<file path="config.mk">
export PLATFORM = sky130hd
export DESIGN_NAME = hbm_top
export DESIGN_NICKNAME = d
export VERILOG_FILES = /design/src/hbm_pkg.sv /design/src/hbm_leg_if.sv /design/src/hbm_top.sv /design/src/hbm_leg.sv
export SDC_FILE = /design/constraint.sdc
export NUM_CORES = 1
export LEC_CHECK = 0
export BUFFER_PORTS_ARGS = -buffer_cell sky130_fd_sc_hd__buf_2
export CAP_MARGIN = 0
export CORE_ASPECT_RATIO = 1.5
export CORE_MARGIN = 8
export CORE_UTILIZATION = 29
export CTS_CLUSTER_SIZE = 30
export DETAILED_ROUTE_END_ITERATION = 12
export GPL_TIMING_DRIVEN = 0
export PLACE_DENSITY = 0.56
export SETUP_SLACK_MARGIN = 0.1
export SYNTH_ARGS = -nofsm -noshare
export SYNTH_HDL_FRONTEND = slang
export SYNTH_SLANG_ARGS = --single-unit
</file>
<file path="constraint.sdc">
create_clock -name clk_sys -period 1.95 [get_ports clk_sys]
set_clock_uncertainty 0.1 [all_clocks]
set_input_delay 0.2925 -clock clk_sys [delete_from_list [all_inputs] [get_ports clk_sys]]
set_output_delay 0.2925 -clock clk_sys [all_outputs]
set_load 0.02 [all_outputs]
</file>
<file path="src/hbm_pkg.sv">
/*
   Shared types and constants of the H-bridge control logic.
   Assumes a 50 MHz system clock; all timing counts derive from it.
*/
package hbm_pkg;

   // ---------------------------------------------------------------
   // Types
   // ---------------------------------------------------------------
   typedef enum logic [1:0] {HBM_OFF, HBM_HIGH, HBM_LOW} hbm_drive_t;
   typedef enum logic [1:0] {HBM_SLEEP, HBM_WAKE, HBM_RUN, HBM_TRIP} hbm_mode_t;

   // ---------------------------------------------------------------
   // Timing
   // ---------------------------------------------------------------
   localparam int unsigned CLK_NS = 20;
   localparam int unsigned WAKE_NS = 35000;
   localparam int unsigned DEG_NS = 3000;
   localparam int unsigned RETRY_NS = 1300000;
   localparam int unsigned DEAD_NS = 205;
   // Least times, rounded up to whole cycles
   localparam int unsigned WAKE_CYC = (WAKE_NS + CLK_NS - 1) / CLK_NS;
   localparam int unsigned DEG_CYC = (DEG_NS + CLK_NS - 1) / CLK_NS;
   localparam int unsigned RETRY_CYC = (RETRY_NS + CLK_NS - 1) / CLK_NS;
   localparam int unsigned DEAD_CYC = (DEAD_NS + CLK_NS - 1) / CLK_NS;

   // ---------------------------------------------------------------
   // Widths and field positions
   // ---------------------------------------------------------------
   localparam int unsigned CNT_W = 17;
   localparam int unsigned DEG_W = 8;
   localparam int unsigned DEAD_W = 4;
   localparam int unsigned NSYNC = 6;
   localparam int unsigned IX_A = 0;
   localparam int unsigned IX_B = 1;
   localparam int unsigned IX_SL = 2;
   localparam int unsigned IX_OC = 3;
   localparam int unsigned IX_TS = 4;
   localparam int unsigned IX_UV = 5;

   // ---------------------------------------------------------------
   // Reset values
   // ---------------------------------------------------------------
   localparam hbm_mode_t MODE_RST = HBM_SLEEP;
   localparam hbm_drive_t DRIVE_RST = HBM_OFF;
   localparam logic [NSYNC-1:0] SYNC_RST = 6'h00;
   localparam logic [CNT_W-1:0] CNT_RST = 17'h00000;
   localparam logic [DEG_W-1:0] DEG_RST = 8'h00;
   localparam logic [DEAD_W-1:0] DEAD_RST = 4'h0;

endpackage

</file>
<file path="src/hbm_leg_if.sv">
/*
   Carrier between the bridge controller and one output leg.
   Assumes both ends run on the same system clock.
*/
`timescale 1ns/10ps
interface hbm_leg_if;
   hbm_pkg::hbm_drive_t req;
   logic hs_on;
   logic ls_on;
   modport ctl (output req, input hs_on, input ls_on);
   modport leg (input req, output hs_on, output ls_on);
endinterface

</file>
<file path="src/hbm_top.sv">
/*
   H-bridge control logic of a brushed DC motor or solenoid driver.
   Assumes all inputs except clk_sys and rst are asynchronous pins and that the gate enables
   drive the high-side and low-side FETs of each output leg.
*/
// Overview of operation
// Decode inputs: coast, reverse, forward when awake
// Both inputs high: both outputs low, brake
// Sleep low holds outputs off, stays dormant
// Fast decay: off phase turns bridge off
// Slow decay: off phase brakes the coil
// Controller keeps input PWM at most 250 kHz
// Drive starts only after 35 us wake
// Inputs ignored in sleep; resume when high
// Persistent overcurrent trips bridge, retries periodically
// Overtemperature or undervoltage forces bridge off
// Break-before-make dead time on each leg
`timescale 1ns/10ps
module hbm_top #(
   parameter int unsigned RETRY_CYC = hbm_pkg::RETRY_CYC
) (
   input wire logic clk_sys,
   input wire logic rst,
   input wire logic sleep_bar_input,
   input wire logic direction_input_a,
   input wire logic direction_input_b,
   input wire logic overcurrent_guard,
   input wire logic thermal_shutdown_guard,
   input wire logic supply_low_lockout,
   output logic bridge_output_a_high_on,
   output logic bridge_output_a_low_on,
   output logic bridge_output_b_high_on,
   output logic bridge_output_b_low_on,
   output logic dormant
);
   localparam logic [hbm_pkg::CNT_W-1:0] WAKE_LD = hbm_pkg::CNT_W'(hbm_pkg::WAKE_CYC - 1);
   localparam logic [hbm_pkg::CNT_W-1:0] RETRY_LD = hbm_pkg::CNT_W'(RETRY_CYC - 1);
   localparam logic [hbm_pkg::DEG_W-1:0] DEG_LD = hbm_pkg::DEG_W'(hbm_pkg::DEG_CYC - 1);

   typedef struct packed {
      logic [hbm_pkg::NSYNC-1:0] s1;
      logic [hbm_pkg::NSYNC-1:0] s2;
      hbm_pkg::hbm_mode_t mode;
      logic [hbm_pkg::CNT_W-1:0] cnt;
      logic [hbm_pkg::DEG_W-1:0] deg;
   } hbm_top_st_t;

   hbm_top_st_t st_r;
   hbm_top_st_t st_nxt;
   hbm_pkg::hbm_drive_t req_a;
   hbm_pkg::hbm_drive_t req_b;
   logic in_a;
   logic in_b;
   logic sl;
   logic oc;
   logic fault;
   logic run_ok;

   // ---------------------------------------------------------------
   // Synchronised inputs
   // ---------------------------------------------------------------
   assign in_a = st_r.s2[hbm_pkg::IX_A];
   assign in_b = st_r.s2[hbm_pkg::IX_B];
   assign sl = st_r.s2[hbm_pkg::IX_SL];
   assign oc = st_r.s2[hbm_pkg::IX_OC];
   assign fault = st_r.s2[hbm_pkg::IX_TS] || st_r.s2[hbm_pkg::IX_UV];
   assign run_ok = (st_r.mode == hbm_pkg::HBM_RUN) && !fault;

   // ---------------------------------------------------------------
   // Mode sequencing
   // ---------------------------------------------------------------
   always_comb begin
      st_nxt = st_r;
      st_nxt.s1 = {supply_low_lockout, thermal_shutdown_guard, overcurrent_guard,
                   sleep_bar_input, direction_input_b, direction_input_a};
      st_nxt.s2 = st_r.s1;
      case (st_r.mode)
         hbm_pkg::HBM_SLEEP: begin
            st_nxt.mode = hbm_pkg::HBM_WAKE;
            st_nxt.cnt = WAKE_LD;
         end
         hbm_pkg::HBM_WAKE: begin
            if (st_r.cnt == hbm_pkg::CNT_RST) begin
               st_nxt.mode = hbm_pkg::HBM_RUN;
               st_nxt.deg = hbm_pkg::DEG_RST;
            end else begin
               st_nxt.cnt = st_r.cnt - 17'h00001;
            end
         end
         hbm_pkg::HBM_RUN: begin
            if (!oc) begin
               st_nxt.deg = hbm_pkg::DEG_RST;
            end else if (st_r.deg == DEG_LD) begin
               st_nxt.mode = hbm_pkg::HBM_TRIP;
               st_nxt.cnt = RETRY_LD;
               st_nxt.deg = hbm_pkg::DEG_RST;
            end else begin
               st_nxt.deg = st_r.deg + 8'h01;
            end
         end
         hbm_pkg::HBM_TRIP: begin
            if (st_r.cnt == hbm_pkg::CNT_RST) begin
               st_nxt.mode = hbm_pkg::HBM_RUN;
            end else begin
               st_nxt.cnt = st_r.cnt - 17'h00001;
            end
         end
         default: begin
            st_nxt.mode = hbm_pkg::MODE_RST;
         end
      endcase
      // Sleep overrides everything, including a pending trip
      if (!sl) begin
         st_nxt.mode = hbm_pkg::HBM_SLEEP;
         st_nxt.cnt = hbm_pkg::CNT_RST;
         st_nxt.deg = hbm_pkg::DEG_RST;
      end
   end

   always_ff @(posedge clk_sys) begin
      if (rst) begin
         st_r.s1 <= hbm_pkg::SYNC_RST;
         st_r.s2 <= hbm_pkg::SYNC_RST;
         st_r.mode <= hbm_pkg::MODE_RST;
         st_r.cnt <= hbm_pkg::CNT_RST;
         st_r.deg <= hbm_pkg::DEG_RST;
      end else begin
         st_r <= st_nxt;
      end
   end

   // ---------------------------------------------------------------
   // Direction decode
   // ---------------------------------------------------------------
   always_comb begin
      req_a = hbm_pkg::HBM_OFF;
      req_b = hbm_pkg::HBM_OFF;
      if (run_ok) begin
         case ({in_b, in_a})
            2'h1: begin
               req_a = hbm_pkg::HBM_HIGH;
               req_b = hbm_pkg::HBM_LOW;
            end
            2'h2: begin
               req_a = hbm_pkg::HBM_LOW;
               req_b = hbm_pkg::HBM_HIGH;
            end
            2'h3: begin
               req_a = hbm_pkg::HBM_LOW;
               req_b = hbm_pkg::HBM_LOW;
            end
            default: begin
               req_a = hbm_pkg::HBM_OFF;
               req_b = hbm_pkg::HBM_OFF;
            end
         endcase
      end
   end

   // ---------------------------------------------------------------
   // Output legs
   // ---------------------------------------------------------------
   hbm_leg_if leg_if[2] ();

   generate
      for (genvar i = 0; i < 2; i++) begin : g_leg
         hbm_leg u_leg (
            .clk_sys(clk_sys),
            .rst(rst),
            .lg(leg_if[i])
         );
      end
   endgenerate

   assign leg_if[0].req = req_a;
   assign leg_if[1].req = req_b;
   assign bridge_output_a_high_on = leg_if[0].hs_on;
   assign bridge_output_a_low_on = leg_if[0].ls_on;
   assign bridge_output_b_high_on = leg_if[1].hs_on;
   assign bridge_output_b_low_on = leg_if[1].ls_on;
   assign dormant = (st_r.mode == hbm_pkg::HBM_SLEEP);
endmodule

</file>
<file path="src/hbm_leg.sv">
/*
   One bridge leg: turns the requested drive into gate enables with a
   break-before-make gap. Assumes a synchronous request on clk_sys.
*/
`timescale 1ns/10ps
module hbm_leg (
   input wire logic clk_sys,
   input wire logic rst,
   hbm_leg_if.leg lg
);
   localparam logic [hbm_pkg::DEAD_W-1:0] DEAD_LD = hbm_pkg::DEAD_W'(hbm_pkg::DEAD_CYC);

   typedef struct packed {
      hbm_pkg::hbm_drive_t cur;
      logic [hbm_pkg::DEAD_W-1:0] cnt;
   } hbm_leg_st_t;

   hbm_leg_st_t st_r;
   hbm_leg_st_t st_nxt;

   // ---------------------------------------------------------------
   // Dead-time sequencing
   // ---------------------------------------------------------------
   always_comb begin
      st_nxt = st_r;
      if (st_r.cur != hbm_pkg::HBM_OFF) begin
         if (lg.req != st_r.cur) begin
            st_nxt.cur = hbm_pkg::HBM_OFF;
            st_nxt.cnt = DEAD_LD;
         end
      end else if (st_r.cnt != hbm_pkg::DEAD_RST) begin
         st_nxt.cnt = st_r.cnt - 4'h1;
      end else begin
         st_nxt.cur = lg.req;
      end
   end

   always_ff @(posedge clk_sys) begin
      if (rst) begin
         st_r.cur <= hbm_pkg::DRIVE_RST;
         st_r.cnt <= hbm_pkg::DEAD_RST;
      end else begin
         st_r <= st_nxt;
      end
   end

   assign lg.hs_on = (st_r.cur == hbm_pkg::HBM_HIGH);
   assign lg.ls_on = (st_r.cur == hbm_pkg::HBM_LOW);
endmodule

</file>
==> metrics.cfg <==
[power]
netSwitchingPower_mw = 0.760
p_comb_share_pct = 19.9
p_seq_share_pct = 43.4
ir_drop_mv = 0.633
design_power_total_mw = 2.77
power.density_nw_per_um2 = 878
p_int_mw = 2.01
p_leak_nw = 1.21
netSwitchingFraction_pct = 27.4
p_clk_share_pct = 36.8

[floorplan]
ios = 13
floorplan.die_area_um2 = 11600
initial_core_util_pct = 29.4
core_region_area_um2 = 8260
fp.dieW_um = 90.7
num_rows = 41
die_y_um = 128

[setup_path]
critPathLaunchType = flip-flop
worstPathArrival_ns = 2.04
cp_slowest_stage_delay_ns = 0.37
worstPathMaxFanout = 8
critical_path.top_delay_family = simple AND/OR/NAND/NOR gates
crit_required_ns = 2.07
crit_slowest_cell = or3_1
crit_chain = inv_4 -> ha_4 -> nor3b_4 -> nand2_4 -> o31a_1 -> or3_1 -> a21oi_1
path_buf_inv = 1
cp-end-kind = flip-flop
crit_type = reg2reg

[synthesis]
synth_warnings = 0
synth_top_area_share_pct = 42.0
ys.flop_type = dfxtp_1
syn_area_per_cell_um2 = 8.77
synth_edf_count = 0
synthArstFlopShare_pct = 0
synth_seq_cells = 51
synth.area.top_cells = dfxtp_1, nor2b_1, nor2_1, nor3_1, ha_1
synth_seq_area_share_pct = 42.0
synth_top_cell_by_area = dfxtp_1
yosysUniqueCellTypes = 49
syn_area_um2 = 2430
syn_nets = 292
syn_inst = 277

[clock_tree]
cts-root-buf = clkbuf_16
cts_sinks = 51
insertion_delay_ns = 0.29
numCtsBuffers = 5
cts_tree = built
clk_pin_slew_ns = 0.07
cts_hold_buf = 0
clock_path_buffers = 2
h-tree-depth = 2

[timing]
max-slew-margin-rel_pct = 41.5
period_minus_slack_ns = 1.92
max_freq_mhz = 522
drv_slew = 0
setup-tns-final_ns = 0
hold_viol_final = 0
worst_slew_pin_slew_ns = 0.868
grt_setup_unrepaired = true
finalSetupViolations = 0
finalCritPeriodShare_pct = 98.3

[layout]
final_common_cell = dfxtp_1
nNetsFinal = 333
synthToLayoutAreaGrowth_pct = 29.9
multi_input_area_um2 = 1460
drive_gt1_share_pct = 27.6
n_antenna_cell = 0
seq_area_um2 = 1030
mostFrequentLayoutCells = dfxtp_1, nor2_1, buf_4
fillers = 791

[global_routing]
grt_start_max_net_pins = 16
grt_pass1_wl_um = 9090
antenna_found_initial = 0
grt_use_total_pct = 9.49
gr-total-overflow = 0
grt_pass1_vias = 2021

[detailed_routing]
wl_um = 5560
wl_per_cell_um = 13.1
drt_iter0_drc = 81
antenna_left = 0
drt-vias-per-instance = 5.00
drc = 0
firstDrtPassIters = 4
vias = 2130

[placement]
dpl.hpwl_um = 3750
io_buffers = 12
finalWeightedCongestion = 0.766

[run_status]
status = finished, final reports clean

[run]
maxCapViolations = 0

[worst_hold_path]
hp-class = in2reg

-- worst register-to-register path, stage by stage (launching register included) --
cell and delay [ns]:
dfxtp_4 0.36, inv_4 0.05, ha_4 0.11, nor3b_4 0.27
nand2_4 0.13, o31a_1 0.33, or3_1 0.37, a21oi_1 0.12
-- synthesized netlist by cell type (2+ instances only) --
| cell type | count |
|---|---|
| xor2_1 | 6 |
| a211oi_1 | 9 |
| nand3b_1 | 2 |
| a21oi_1 | 14 |
| nor2_1 | 28 |
| inv_1 | 14 |
| nand2b_1 | 3 |
| or3_1 | 6 |
| nor3b_1 | 2 |
| nor3_1 | 18 |
| o22ai_1 | 2 |
| a311oi_1 | 3 |
| ha_1 | 7 |
| a31oi_1 | 4 |
| o21a_1 | 2 |
| o221a_2 | 2 |
| nor4_1 | 5 |
| nand3_1 | 4 |
| nand4_1 | 4 |
| nand2_1 | 14 |
| or2_2 | 2 |
| dfxtp_1 | 51 |
| nor4_4 | 2 |
| clkbuf_1 | 7 |
| nor4b_1 | 3 |
| o21ai_0 | 13 |
| xnor2_1 | 6 |
| nand4b_1 | 2 |
| nor2b_1 | 19 |
| buf_2 | 2 |
| and2_1 | 3 |
-- kinds of logic (layout without fill, tap and decap cells) --
| family | after synthesis | after routing | share of synthesized area, % |
|---|---|---|---|
| simple gates | 124 | 124 | 29.8 |
| compound gates | 59 | 59 | 16.1 |
| flops | 51 | 51 | 42.0 |
| buf+inv | 24 | 66 | 4.12 |
| xor+xnor | 12 | 12 | 4.33 |
| fa+ha+maj | 7 | 7 | 3.61 |
-- state kept, by name, summed over array words and instances (netlist names) --
signal            cells
st_r                 29
g_leg.u_leg.st_r     12
st_nxt                6
in_a                  1
in_b                  1
oc                    1
sl                    1
-- per-layer routing --
layer	global-route usage, %	vias up	share of wire (%)
li1	-	1070	-
met1	9.99	1005	41
met2	17.6	46	53
met3	1.41	9	2.6
met4	5.22	0	2.7
met5	0	-	0
-- layout make-up --
type	instances	share of cell area, %
Multi-Input combinational cell	202	46.3
Tap cell	107	4.24
Clock buffer	6	4.40
Clock inverter	2	1.11
Sequential cell	51	32.8
Timing Repair Buffer	36	7.54
Inverter	14	1.75
Buffer	8	1.90
-- worst paths after layout --
path                              start                    end  slack, ns  cells past startpoint
setup / recovery   st_r[8]$_SDFFE_PP0P_   st_r[7]$_SDFFE_PP0P_       0.03                      7
hold / removal        overcurrent_guard  st_nxt[30]$_SDFF_PP0_       0.11                      2
setup reg to reg   st_r[8]$_SDFFE_PP0P_   st_r[7]$_SDFFE_PP0P_       0.03                      7
hold reg to reg   st_r[24]$_SDFFE_PP0P_  st_r[24]$_SDFFE_PP0P_       0.34                      2
-- metrics by stage --
stage	worst slack [ns]	utilization (%)	instance area, um^2	hold slack [ns]	cells
finish	0.0329	38.2	3150	0.108	426
global route	-0.0515	38.2	3150	0.112	426
CTS	-0.0146	36.3	3000	0.0979	414
detailed placement	-0.274	31.9	2640	0.327	396
global placement	-0.281	31.9	2640	0.319	396
floorplan	0.0796	-	2440	0.310	277
-- power by group through the flow --
stage | registers [mW] | clock network [mW] | logic, mW
after floorplan | 1.20 | 0 | 0.409
after global routing | 1.21 | 1.09 | 0.627
after CTS | 1.20 | 1.06 | 0.528
after detailed placement | 1.22 | 0 | 0.495
after global placement | 1.22 | 0 | 0.486
final | 1.20 | 1.02 | 0.551
-- repair_timing --
item	in CTS	in global routing
buffers inserted	11	13
gates resized for setup	22	22
pin swaps	11	13
setup endpoints to repair	32	29
Power figures use the tool's default switching activity.
